**src/iss_pkg.sv**
```systemverilog
package iss_pkg;

	localparam int CLK_HZ     = 40_000_000;
	localparam int NCH        = 28;
	localparam int QW         = 16;
	localparam int ERRQ_DEPTH = 15;
	localparam int RATE_19200 = 19200;
	localparam int RATE_9600  = 9600;
	localparam int RATE_4800  = 4800;
	localparam int RATE_2400  = 2400;
	localparam logic [15:0] DIV_19200 = 16'(CLK_HZ / RATE_19200);
	localparam logic [15:0] DIV_9600  = 16'(CLK_HZ / RATE_9600);
	localparam logic [15:0] DIV_4800  = 16'(CLK_HZ / RATE_4800);
	localparam logic [15:0] DIV_2400  = 16'(CLK_HZ / RATE_2400);

	localparam logic [7:0] A_CTRL     = 8'h00;
	localparam logic [7:0] A_MULTI    = 8'h04;
	localparam logic [7:0] A_GPIB     = 8'h08;
	localparam logic [7:0] A_BAUD     = 8'h0c;
	localparam logic [7:0] A_CHSEL    = 8'h10;
	localparam logic [7:0] A_INST1_EN = 8'h14;
	localparam logic [7:0] A_SECOND_CHANNEL_GROUP_SUMMARY_EN = 8'h18;
	localparam logic [7:0] A_ISUM_EN  = 8'h1c;
	localparam logic [7:0] A_ISUM     = 8'h20;
	localparam logic [7:0] A_INST1    = 8'h24;
	localparam logic [7:0] A_SECOND_CHANNEL_GROUP_SUMMARY    = 8'h28;
	localparam logic [7:0] A_ERR      = 8'h2c;
	localparam logic [7:0] A_VERS     = 8'h30;
	localparam logic [7:0] A_LANG     = 8'h34;
	localparam logic [7:0] A_LANG_RET = 8'h38;
	localparam logic [7:0] A_QUERY    = 8'h3c;
	localparam logic [7:0] A_CMD_DONE = 8'h40;
	localparam logic [7:0] A_SOFT_RST = 8'h44;
	localparam logic [7:0] A_IRQ_STAT = 8'h48;
	localparam logic [7:0] A_IRQ_CLR  = 8'h4c;
	localparam logic [7:0] A_IRQ_EN   = 8'h50;

	// control register fields
	localparam int F_FLOW   = 0;
	localparam int F_PROMPT = 1;
	localparam int F_ECHO   = 2;
	localparam int F_COMPAT = 3;

	localparam logic [4:0]  GPIB_MIN   = 5'h01;
	localparam logic [4:0]  GPIB_MAX   = 5'h1e;
	localparam logic [4:0]  GPIB_RST   = 5'h06;
	localparam logic [15:0] ERR_NONE   = 16'h0000;
	localparam logic [15:0] ERR_CMD    = 16'hff9c;
	localparam logic [15:0] ERR_RANGE  = 16'hff22;
	localparam logic [15:0] ERR_PARAM  = 16'hff20;
	localparam logic [15:0] ERR_OVF    = 16'hfea2;
	localparam logic [15:0] VERS_YEAR  = 16'h07cd;
	localparam logic [15:0] VERS_REV   = 16'h0000;
	localparam logic [31:0] LANG_WORD  = 32'h53435049;
	localparam logic [7:0]  CH_PROMPT  = 8'h3e;
	localparam logic [7:0]  CH_TERM    = 8'h0a;
	localparam logic [7:0]  CH_ZERO    = 8'h30;

	typedef struct packed {
		logic        cyc;
		logic        stb;
		logic        we;
		logic [3:0]  sel;
		logic [7:0]  adr;
		logic [31:0] dat;
	} iss_wb_req_t;

	typedef struct packed {
		logic       valid;
		logic [7:0] data;
	} iss_char_t;

	typedef enum logic [1:0] {TX_IDLE, TX_CONV, TX_DIG, TX_TERM} iss_tx_state_t;

endpackage

```
**src/iss_top.sv**
```systemverilog
// The implementer's own choices: the register offsets and the Wishbone slave port.
`timescale 1ns/1ps
module iss_top
	import iss_pkg::*;
#(
	parameter int DEPTH = ERRQ_DEPTH
)(
	input  wire logic                     clk_i,
	input  wire logic                     rst_i,
	input  wire iss_wb_req_t              wb_req_i,
	output logic        [31:0]            wb_dat_o,
	output logic                          wb_ack_o,
	input  wire logic   [NCH-1:0][QW-1:0] ques_evt_i,
	input  wire iss_char_t                rx_i,
	output iss_char_t                     tx_o,
	input  wire logic                     tx_ready_i,
	output logic        [15:0]            baud_div_o,
	output logic                          flow_xon_o,
	output logic                          echo_on_o,
	output logic                          compat_o,
	output logic                          multi_inst_o,
	output logic                          legacy_lang_o,
	output logic        [4:0]             gpib_addr_o,
	output logic                          irq_o
);

	////////////////////////////////////////////////////////////////////////
	logic        [3:0]  ctrl_q;
	logic               multi_q;
	logic               legacy_q;
	logic        [4:0]  gpib_q;
	logic        [15:0] baud_q;
	logic        [15:0] div_q;
	logic        [4:0]  chsel_q;
	logic        [15:0] inst1_en_q;
	logic        [15:0] second_channel_group_summary_en_q;
	logic [NCH-1:0][QW-1:0] isum_q;
	logic [NCH-1:0][QW-1:0] isum_en_q;
	logic        [15:0] inst1_q;
	logic        [15:0] second_channel_group_summary_q;
	logic        [15:0] errq_q [DEPTH];
	logic        [3:0]  wp_q;
	logic        [3:0]  rp_q;
	logic        [4:0]  cnt_q;
	logic        [2:0]  stat_q;
	logic        [2:0]  irq_en_q;
	logic               ack_q;
	logic        [31:0] dat_q;
	logic               irq_q;
	logic               echo_act_q;
	logic               echo_pend_q;
	logic        [7:0]  echo_ch_q;
	logic               prompt_pend_q;
	logic               fmt_pend_q;
	logic        [15:0] fmt_val_q;
	iss_tx_state_t      tx_st_q;
	logic        [15:0] rem_q;
	logic        [2:0]  pidx_q;
	logic        [3:0]  digit_q;
	logic               started_q;
	iss_char_t          tx_q;

	logic               req;
	logic               wr;
	logic               rd;
	logic        [7:0]  adr;
	logic        [31:0] wdat;
	logic               std_ok;
	logic               isum_acc;
	logic               push;
	logic        [15:0] push_code;
	logic               pop;
	logic               soft_rst;
	logic        [4:0]  ch_idx;
	logic [NCH-1:0]     ch_hit;
	logic        [15:0] inst1_set;
	logic        [15:0] second_channel_group_summary_set;
	logic        [2:0]  stat_ev;
	logic        [15:0] pow;

	function automatic logic [31:0] wmerge(input logic [31:0] old, input logic [31:0] d,
		input logic [3:0] s);
		logic [31:0] m;
		m = {{8{s[3]}}, {8{s[2]}}, {8{s[1]}}, {8{s[0]}}};
		return (old & ~m) | (d & m);
	endfunction

	////////////////////////////////////////////////////////////////////////
	// bus decode; side effects happen only on the edge that raises ack
	assign req      = wb_req_i.cyc & wb_req_i.stb & ~ack_q;
	assign adr      = wb_req_i.adr;
	assign wdat     = wmerge(32'h0000_0000, wb_req_i.dat, wb_req_i.sel);
	assign std_ok   = ~legacy_q | (adr == A_LANG_RET) | (adr == A_LANG)
		| (adr == A_IRQ_STAT) | (adr == A_IRQ_CLR) | (adr == A_IRQ_EN);
	assign wr       = req & wb_req_i.we & std_ok;
	assign rd       = req & ~wb_req_i.we & std_ok;
	assign isum_acc = (adr == A_ISUM) | (adr == A_ISUM_EN);
	assign soft_rst = wr & (adr == A_SOFT_RST);
	assign ch_idx   = (chsel_q == 5'h00) ? 5'h00 : chsel_q - 5'h01;
	assign pop      = rd & (adr == A_ERR) & (cnt_q != 5'h00);

	always_comb
	begin
		push      = 1'b0;
		push_code = ERR_NONE;
		if (req & ~std_ok & wb_req_i.we)
		begin
			push      = 1'b1;
			push_code = ERR_CMD;
		end
		else if ((wr | rd) & isum_acc & ~multi_q)
		begin
			push      = 1'b1;
			push_code = ERR_CMD;
		end
		else if (wr & (adr == A_GPIB)
			& ((wdat[4:0] < GPIB_MIN) | (wdat[4:0] > GPIB_MAX) | (wdat[31:5] != 27'h0)))
		begin
			push      = 1'b1;
			push_code = ERR_RANGE;
		end
		else if (wr & (adr == A_BAUD) & (wdat[15:0] != 16'(RATE_19200))
			& (wdat[15:0] != 16'(RATE_9600)) & (wdat[15:0] != 16'(RATE_4800))
			& (wdat[15:0] != 16'(RATE_2400)))
		begin
			push      = 1'b1;
			push_code = ERR_PARAM;
		end
		else if (wr & (adr == A_ERR))
		begin
			push      = 1'b1;
			push_code = wdat[15:0];
		end
	end

	function automatic logic [31:0] peek(input logic [7:0] a);
		logic [31:0] v;
		v = 32'h0000_0000;
		unique case (a)
			A_CTRL:     v = {28'h0, ctrl_q};
			A_MULTI:    v = {31'h0, multi_q};
			A_GPIB:     v = {27'h0, gpib_q};
			A_BAUD:     v = {16'h0, baud_q};
			A_CHSEL:    v = {27'h0, chsel_q};
			A_INST1_EN: v = {16'h0, inst1_en_q};
			A_SECOND_CHANNEL_GROUP_SUMMARY_EN: v = {16'h0, second_channel_group_summary_en_q};
			A_ISUM_EN:  v = {16'h0, isum_en_q[ch_idx]};
			A_ISUM:     v = {16'h0, isum_q[ch_idx]};
			A_INST1:    v = {16'h0, inst1_q};
			A_SECOND_CHANNEL_GROUP_SUMMARY:    v = {16'h0, second_channel_group_summary_q};
			A_ERR:      v = (cnt_q == 5'h00) ? 32'h0000_0000
				: {{16{errq_q[rp_q][15]}}, errq_q[rp_q]};
			A_VERS:     v = {VERS_YEAR, VERS_REV};
			A_LANG:     v = {31'h0, legacy_q};
			A_IRQ_STAT: v = {29'h0, stat_q};
			A_IRQ_EN:   v = {29'h0, irq_en_q};
			default:    v = 32'h0000_0000;
		endcase
		return v;
	endfunction

	always_ff @(posedge clk_i)
	begin
		if (rst_i)
		begin
			ack_q <= 1'b0;
			dat_q <= 32'h0000_0000;
		end
		else
		begin
			ack_q <= req;
			dat_q <= (rd & ~(isum_acc & ~multi_q)) ? peek(adr) : 32'h0000_0000;
		end
	end

	////////////////////////////////////////////////////////////////////////
	// settings
	always_ff @(posedge clk_i)
	begin
		if (rst_i)
		begin
			ctrl_q   <= 4'h0;
			multi_q  <= 1'b0;
			legacy_q <= 1'b0;
			gpib_q   <= GPIB_RST;
			baud_q   <= 16'(RATE_9600);
			div_q    <= DIV_9600;
			chsel_q  <= 5'h01;
		end
		else
		begin
			if (wr & (adr == A_CTRL))
				ctrl_q <= 4'(wmerge({28'h0, ctrl_q}, wb_req_i.dat, wb_req_i.sel));
			else if (soft_rst)
				ctrl_q <= ctrl_q & (4'h1 << F_ECHO);
			if (wr & (adr == A_MULTI))
				multi_q <= wdat[0];
			if (wr & (adr == A_LANG) & wdat[0])
				legacy_q <= 1'b1;
			else if (wr & (adr == A_LANG_RET) & (wdat == LANG_WORD))
				legacy_q <= 1'b0;
			if (wr & (adr == A_GPIB) & ~push)
				gpib_q <= wdat[4:0];
			if (wr & (adr == A_BAUD) & ~push)
			begin
				baud_q <= wdat[15:0];
				unique case (wdat[15:0])
					16'(RATE_19200): div_q <= DIV_19200;
					16'(RATE_4800):  div_q <= DIV_4800;
					16'(RATE_2400):  div_q <= DIV_2400;
					default:         div_q <= DIV_9600;
				endcase
			end
			if (wr & (adr == A_CHSEL) & (wdat[4:0] != 5'h00) & (wdat[4:0] <= 5'(NCH)))
				chsel_q <= wdat[4:0];
			else if (soft_rst)
				chsel_q <= 5'h01;
		end
	end

	////////////////////////////////////////////////////////////////////////
	// channel summaries; a new event wins over the read that clears
	generate
		for (genvar c = 0; c < NCH; c++)
		begin : g_ch
			always_ff @(posedge clk_i)
			begin
				if (rst_i | soft_rst)
				begin
					isum_q[c]    <= '0;
					isum_en_q[c] <= '0;
				end
				else
				begin
					if (wr & (adr == A_ISUM_EN) & multi_q & (ch_idx == 5'(c)))
						isum_en_q[c] <= wdat[QW-1:0];
					isum_q[c] <= ((rd & (adr == A_ISUM) & multi_q & (ch_idx == 5'(c)))
						? '0 : isum_q[c]) | (ques_evt_i[c] & isum_en_q[c]);
				end
			end
			assign ch_hit[c] = |isum_q[c];
		end
	endgenerate

	assign second_channel_group_summary_set = {1'b0, ch_hit[NCH-1:14] & second_channel_group_summary_en_q[14:1], 1'b0};
	assign inst1_set = {1'b0, ch_hit[13:0] & inst1_en_q[14:1],
		(|second_channel_group_summary_q) & inst1_en_q[0]};

	always_ff @(posedge clk_i)
	begin
		if (rst_i | soft_rst)
		begin
			inst1_en_q <= 16'h0000;
			second_channel_group_summary_en_q <= 16'h0000;
			inst1_q    <= 16'h0000;
			second_channel_group_summary_q    <= 16'h0000;
		end
		else
		begin
			if (wr & (adr == A_INST1_EN))
				inst1_en_q <= 16'(wmerge({16'h0, inst1_en_q}, wb_req_i.dat, wb_req_i.sel));
			if (wr & (adr == A_SECOND_CHANNEL_GROUP_SUMMARY_EN))
				second_channel_group_summary_en_q <= 16'(wmerge({16'h0, second_channel_group_summary_en_q}, wb_req_i.dat, wb_req_i.sel));
			inst1_q <= ((rd & (adr == A_INST1)) ? 16'h0000 : inst1_q) | inst1_set;
			second_channel_group_summary_q <= ((rd & (adr == A_SECOND_CHANNEL_GROUP_SUMMARY)) ? 16'h0000 : second_channel_group_summary_q) | second_channel_group_summary_set;
		end
	end

	////////////////////////////////////////////////////////////////////////
	// error queue; pushes come from writes and from single-mode A_ISUM/A_ISUM_EN reads, pops only from A_ERR reads,
	// so the two never meet in one cycle
	always_ff @(posedge clk_i)
	begin
		if (rst_i)
		begin
			wp_q  <= 4'h0;
			rp_q  <= 4'h0;
			cnt_q <= 5'h00;
		end
		else if (push & (cnt_q < 5'(DEPTH)))
		begin
			errq_q[wp_q] <= (cnt_q == 5'(DEPTH - 1)) ? ERR_OVF : push_code;
			wp_q         <= (wp_q == 4'(DEPTH - 1)) ? 4'h0 : wp_q + 4'h1;
			cnt_q        <= cnt_q + 5'h01;
		end
		else if (pop)
		begin
			rp_q  <= (rp_q == 4'(DEPTH - 1)) ? 4'h0 : rp_q + 4'h1;
			cnt_q <= cnt_q - 5'h01;
		end
	end

	////////////////////////////////////////////////////////////////////////
	// interrupts: queued error, overflow, new summary bit
	assign stat_ev = {(|inst1_set) | (|second_channel_group_summary_set),
		push & (cnt_q == 5'(DEPTH - 1)), push & (cnt_q < 5'(DEPTH))};

	always_ff @(posedge clk_i)
	begin
		if (rst_i)
		begin
			stat_q   <= 3'h0;
			irq_en_q <= 3'h0;
			irq_q    <= 1'b0;
		end
		else
		begin
			stat_q <= (stat_q & ~((wr & (adr == A_IRQ_CLR)) ? wdat[2:0] : 3'h0)) | stat_ev;
			if (wr & (adr == A_IRQ_EN))
				irq_en_q <= wdat[2:0];
			irq_q <= |(stat_q & irq_en_q);
		end
	end

	////////////////////////////////////////////////////////////////////////
	// echo and prompt requests
	always_ff @(posedge clk_i)
	begin
		if (rst_i)
		begin
			echo_act_q    <= 1'b0;
			echo_pend_q   <= 1'b0;
			echo_ch_q     <= 8'h00;
			prompt_pend_q <= 1'b0;
		end
		else
		begin
			if (ctrl_q[F_ECHO])
				echo_act_q <= 1'b1;
			else if (rx_i.valid & (rx_i.data == CH_TERM))
				echo_act_q <= 1'b0;
			// a character arriving while one still waits replaces it
			if (rx_i.valid & echo_act_q)
			begin
				echo_pend_q <= 1'b1;
				echo_ch_q   <= rx_i.data;
			end
			else if ((tx_st_q == TX_IDLE) & ~tx_q.valid & ~fmt_pend_q)
				echo_pend_q <= 1'b0;
			if (wr & (adr == A_CMD_DONE) & ctrl_q[F_PROMPT])
				prompt_pend_q <= 1'b1;
			else if ((tx_st_q == TX_IDLE) & ~tx_q.valid & ~fmt_pend_q & ~echo_pend_q)
				prompt_pend_q <= 1'b0;
		end
	end

	////////////////////////////////////////////////////////////////////////
	// decimal formatter and character sender
	always_comb
	begin
		unique case (pidx_q)
			3'd0:    pow = 16'h2710;
			3'd1:    pow = 16'h03e8;
			3'd2:    pow = 16'h0064;
			3'd3:    pow = 16'h000a;
			default: pow = 16'h0001;
		endcase
	end

	always_ff @(posedge clk_i)
	begin
		if (rst_i)
		begin
			fmt_pend_q <= 1'b0;
			fmt_val_q  <= 16'h0000;
		end
		else if (wr & (adr == A_QUERY))
		begin
			fmt_pend_q <= 1'b1;
			fmt_val_q  <= 16'(peek(wdat[7:0]));
		end
		else if ((tx_st_q == TX_IDLE) & ~tx_q.valid)
			fmt_pend_q <= 1'b0;
	end

	always_ff @(posedge clk_i)
	begin
		if (rst_i)
		begin
			tx_st_q   <= TX_IDLE;
			tx_q      <= '0;
			rem_q     <= 16'h0000;
			pidx_q    <= 3'd0;
			digit_q   <= 4'h0;
			started_q <= 1'b0;
		end
		else
		begin
			if (tx_q.valid & tx_ready_i)
				tx_q.valid <= 1'b0;
			unique case (tx_st_q)
				TX_IDLE:
					if (~tx_q.valid)
					begin
						if (fmt_pend_q)
						begin
							tx_st_q   <= TX_CONV;
							rem_q     <= fmt_val_q;
							pidx_q    <= 3'd0;
							digit_q   <= 4'h0;
							started_q <= 1'b0;
						end
						else if (echo_pend_q)
							tx_q <= '{valid: 1'b1, data: echo_ch_q};
						else if (prompt_pend_q)
							tx_q <= '{valid: 1'b1, data: CH_PROMPT};
					end
				TX_CONV:
					if (rem_q >= pow)
					begin
						rem_q   <= rem_q - pow;
						digit_q <= digit_q + 4'h1;
					end
					else if ((digit_q != 4'h0) | started_q | (pidx_q == 3'd4))
					begin
						tx_q      <= '{valid: 1'b1, data: CH_ZERO + {4'h0, digit_q}};
						started_q <= 1'b1;
						tx_st_q   <= TX_DIG;
					end
					else
						pidx_q <= pidx_q + 3'd1;
				TX_DIG:
					if (tx_ready_i)
					begin
						digit_q <= 4'h0;
						if (pidx_q == 3'd4)
						begin
							tx_q    <= '{valid: 1'b1, data: CH_TERM};
							tx_st_q <= TX_TERM;
						end
						else
						begin
							pidx_q  <= pidx_q + 3'd1;
							tx_st_q <= TX_CONV;
						end
					end
				TX_TERM:
					if (tx_ready_i)
						tx_st_q <= TX_IDLE;
			endcase
		end
	end

	////////////////////////////////////////////////////////////////////////
	assign wb_ack_o      = ack_q;
	assign wb_dat_o      = dat_q;
	assign tx_o          = tx_q;
	assign baud_div_o    = div_q;
	assign flow_xon_o    = ctrl_q[F_FLOW];
	assign echo_on_o     = echo_act_q;
	assign compat_o      = ctrl_q[F_COMPAT];
	assign multi_inst_o  = multi_q;
	assign legacy_lang_o = legacy_q;
	assign gpib_addr_o   = gpib_q;
	assign irq_o         = irq_q;
endmodule

```
**config.mk**
```make
export PLATFORM = sky130hd
export DESIGN_NAME = iss_top
export DESIGN_NICKNAME = d
export VERILOG_FILES = /design/src/iss_pkg.sv /design/src/iss_top.sv
export SDC_FILE = /design/constraint.sdc
export NUM_CORES = 2
export LEC_CHECK = 0
export BUFFER_PORTS_ARGS = -buffer_cell sky130_fd_sc_hd__buf_2
export CAP_MARGIN = 30
export CORE_MARGIN = 4
export CORE_UTILIZATION = 36
export CTS_BUF_LIST = sky130_fd_sc_hd__clkbuf_8
export DETAILED_ROUTE_END_ITERATION = 6
export GPL_ROUTABILITY_DRIVEN = 1
export GPL_TIMING_DRIVEN = 0
export PLACE_DENSITY = 0.54
export SLEW_MARGIN = 20
export SYNTH_ARGS = -nofsm -noshare
export SYNTH_HDL_FRONTEND = slang
export SYNTH_SLANG_ARGS = --single-unit
```
**constraint.sdc**
```tcl
create_clock -name clk_i -period 9.1 [get_ports clk_i]
set_clock_uncertainty 0.05 [all_clocks]
set_input_delay 1.365 -clock clk_i [delete_from_list [all_inputs] [get_ports clk_i]]
set_output_delay 1.365 -clock clk_i [all_outputs]
set_load 0.05 [all_outputs]
```
==> metrics.md <==
| Metric | Value |
|---|---|
| PwrDens | `roughly 170 nW/um2` |
| Fillers | `16,700` |
| Top cell type's share of synthesized area | `0.362` |
| DRT Pass-1 Iters | `7` |
| FF+latch area | `about 30,000 um2` |
| Post-DP HPWL | `359,000 um` |
| First-pass GRT wire length | `582,000 um` |
| Number of global-route vias before repair | `60,900` |
| Detailed Route WL | `~450,000 um` |
| Syn_area_per_cell | `between 9 and 10 um2` |
| Initial drt markers | `11,600` |
| Ports | `roughly 580` |
| Slew Viols, Final | `0` |
| Largest cells by area after synthesis | `dfxtp_1, edfxtp_1, mux2i_1` |
| Final Setup Violations | `0` |
| Routability congestion estimate | `approximately 1.1` |
| Core area | `~170,000 um2` |
| Post-synth top flop | `dfxtp_1` |
| CP max stage cell | `nand2_1` |
| Largest net degree at the start of global routing | `21` |
| Compound-Gate Fraction of Synth Area | `0.201` |
| Startpoint types | `flip-flop` |
| Most frequent cell after synthesis | `dfxtp_1` |
| Synthesized area | `between 60,000 and 70,000 um2` |
| Crit path largest cell delay | `1.07 ns` |
| Hold WC Path Type | `reg2reg` |
| Sequential share of the synthesized area | `0.480` |
| Post-synthesis to final-layout area growth | `20.5%` |
| Worst-margin pin slew | `1.29 ns` |
| Crit end category | `flip-flop` |
| Unrepaired setup endpoints after global routing | `false` |
| Root Buffer Master | `clkbuf_8` |
| Nets | `8,119` |
| Die height | `~420 um` |
| Worst-path cell chain | `buf_2, inv_2, clkbuf_2, ha_1, buf_2, clkinv_1, nand2_1, buf_2, buf_4, buf_2, a31oi_1, o221ai_1, o22ai_1, a221oi_1, nor2_1` |
| Critical Path RT | `about 10 ns` |
| Buffers on Ports | `roughly 570` |
| CP Max Fanout | `11` |
| Crit Reg-Reg Startpoint | `chsel_q[0]` |
| CTS Hold Bufs | `0` |
| Total congestion overflow | `0` |
| Lkg Pwr | `approximately 27 nW` |
| Clk buf depth | `3` |
| Largest family of logic cells by synthesized area | `compound AO/OA/AOI/OAI gates` |
| Crit path from | `chsel_q[0]` |
| Final worst path period share | `0.977` |
| Hold violation count in the final report | `0` |
| Simple-Gate Fraction of Synth Area | `0.168` |
| Clock transition at path regs | `0.07 ns` |
| Post-CTS resize count | `0` |
| All-Layer GR Usage | `0.499` |
| Critical Path End | `wb_dat_o[11]` |
| Initial antenna violation count | `80` |
| CTS sink cnt | `roughly 1,300` |
| CP Data Arrival Time | `roughly 9.8 ns` |
| Crit path top cell by count | `buf_2` |
| Vias per cell | `6.65` |
| Residual DRC | `52` |
| Final ANT Viol Nets | `0` |
| Final hold slack | `between 0.4 and 0.5 ns` |
| Starting Density | `0.364` |
| Fin util | `0.438` |
| Max_cap viols | `0` |
| EDFF count, synth | `240` |
| Die ar. | `between 150,000 and 200,000 um2` |
| Number of H-tree levels | `4` |
| Ys Warns | `0` |
| Xor and xnor area share after synthesis | `0.00172` |
| Clk_lat worst skew | `1.09 ns` |
| Synth cell types | `between 100 and 150` |
| Die X | `420 um` |
| Post-synth ARST share | `0` |
| Multiplexer area fraction after synthesis | `0.0998` |
| WS Path Type | `reg2reg` |
| R2r setup slk | `between 0.2 and 0.25 ns` |
| Worst R2R End | `wb_dat_o[11]` |
| Synth area leader | `dfxtp_1` |
| Post-CTS Setup Repair Bufs | `0` |
| Synth Area in Adders | `0.00680` |
| Inserted Clock Buffers | `between 200 and 250` |
| Gate Count Post-Synth | `between 6,000 and 7,000` |
| R2R cell count | `15` |
| VDD IR max | `roughly 0.00017 V` |
| Layout cell share with drive strength beyond 1 | `0.200` |
| # rows | `150` |
| Synth cell count leaders | `dfxtp_1, nor2_1, nand2_1` |
| Outcome | `finished with violations` |
| Tmin final | `8.89 ns` |
| Relative slew slack | `0.141` |
| Failing checks | `DRC` |
| Multi-input logic area | `a little under 30,000 um2` |
| CTS tree | `done` |
| Number of synthesized register bits | `about 1,300` |
| Avg WL per Cell | `45.4 um` |
| Via count | `around 67,000` |
| Peak Freq | `roughly 0.11 GHz` |
==> layout make-up <==
cell class                      count  area share
Buffer                            534      0.0344
Timing Repair Buffer              686      0.0598
Multi-Input combinational cell   4730       0.400
Antenna cell                       54     0.00184
Clock buffer                      273      0.0511
Inverter                           56     0.00286
Tap cell                         2204      0.0375
Clock inverter                    141      0.0147
Sequential cell                  1343       0.398
==> logic make-up (layout without fill, tap and decap cells) <==
| group | after synthesis | count (layout) |
|---|---|---|
| other | 1 | 57 |
| AO/OA/AOI/OAI | 1807 | 1807 |
| multiplexers | 547 | 547 |
| flip-flops | 1343 | 1343 |
| adder cells (fa/ha/maj) | 32 | 32 |
| buffers and inverters | 590 | 1690 |
| AND/OR/NAND/NOR | 2329 | 2329 |
| XOR/XNOR | 12 | 12 |
==> routing by layer <==
layer / track usage / share of wire / vias to the layer above
li1: - / - / 26400
met1: 0.600 / 0.37 / 33100
met2: 0.707 / 0.41 / 5561
met3: 0.180 / 0.12 / 1609
met4: 0.414 / 0.10 / 30
met5: 0 / 0.00046 / -
==> cells in the final DEF (no fill, tap or decap), types with 31 or more instances in the layout <==
cell | Yosys | layout
buf_4 | 43 | 76
mux4_2 | 40 | 40
o21ai_0 | 229 | 221
nand2b_1 | 33 | 33
nand3_1 | 85 | 85
diode_2 | 0 | 54
clkbuf_8 | 0 | 273
nor3_1 | 45 | 36
buf_2 | 149 | 755
inv_1 | 53 | 111
a221oi_1 | 38 | 38
mux2i_1 | 413 | 413
dfxtp_1 | 1103 | 1103
clkbuf_1 | 299 | 235
a222oi_1 | 63 | 63
a31oi_1 | 31 | 31
clkbuf_2 | 0 | 64
a22oi_1 | 549 | 549
nor4_1 | 135 | 131
a221o_1 | 39 | 39
nor2_1 | 908 | 899
o22ai_1 | 61 | 60
o211ai_1 | 44 | 44
mux2_2 | 94 | 94
edfxtp_1 | 240 | 240
nand2_1 | 893 | 893
a21oi_1 | 478 | 473
clkinv_2 | 0 | 45
a211oi_1 | 43 | 41
==> critical path, delay by kind of cell, from the launching register on <==
kind | cells | cell delay, ns
flops | 1 | 0.47
simple gates | 2 | 1.20
compound gates | 4 | 2.62
buf+inv | 8 | 3.90
fa+ha+maj | 1 | 0.49
==> how the worst min path moves through the flow <==
stage                             from      endpoint  slack (ns)  cells after the start
after floorplan           fmt_val_q[7]  fmt_val_q[7]        0.37                      2
after global placement    echo_ch_q[7]  echo_ch_q[7]        0.39                      2
after detailed placement      rem_q[0]      rem_q[0]        0.40                      2
after CTS                     rem_q[0]      rem_q[0]        0.41                      2
after global routing           tx_o[6]       tx_o[6]        0.42                      2
final                         rem_q[0]      rem_q[0]        0.41                      2
==> power breakdown <==
group | leakage [nW] | internal, mW | switching, mW
clock | 2.73 | 3.05 | 2.85
sequential | 11.1 | 6.03 | 0.00308
combinational | 12.6 | 0.172 | 0.544
total | 26.5 | 9.25 | 3.40
==> flip-flops by register name, summed over array words and instances, names as in the netlist, 3 cells and up, named ones only <==
name / cells
baud_div_o: 8
baud_q: 16
chsel_q: 5
cnt_q: 5
ctrl_q: 4
digit_q: 4
echo_ch_q: 8
errq_q: 240
fmt_val_q: 16
gpib_addr_o: 5
inst1_q: 15
irq_en_q: 3
isum_en_q: 448
isum_q: 448
pidx_q: 3
rem_q: 16
rp_q: 4
second_channel_group_summary_q: 14
stat_q: 3
tx_o: 9
wb_dat_o: 18
wp_q: 4
==> metrics by stage <==
stage	area [um2]	cells	power [mW]	TNS, ns	worst slack [ns]
after floorplan	61100	6663	6.35	0	3.66
after global placement	66700	9434	6.79	-3.81	-0.746
after detailed placement	68500	9544	6.83	0	1.02
after CTS	73400	9958	12.6	0	1.06
after global routing	73500	9978	12.9	0	0.930
final	73600	10000	12.6	0	0.206
Power figures use the tool's default switching activity.
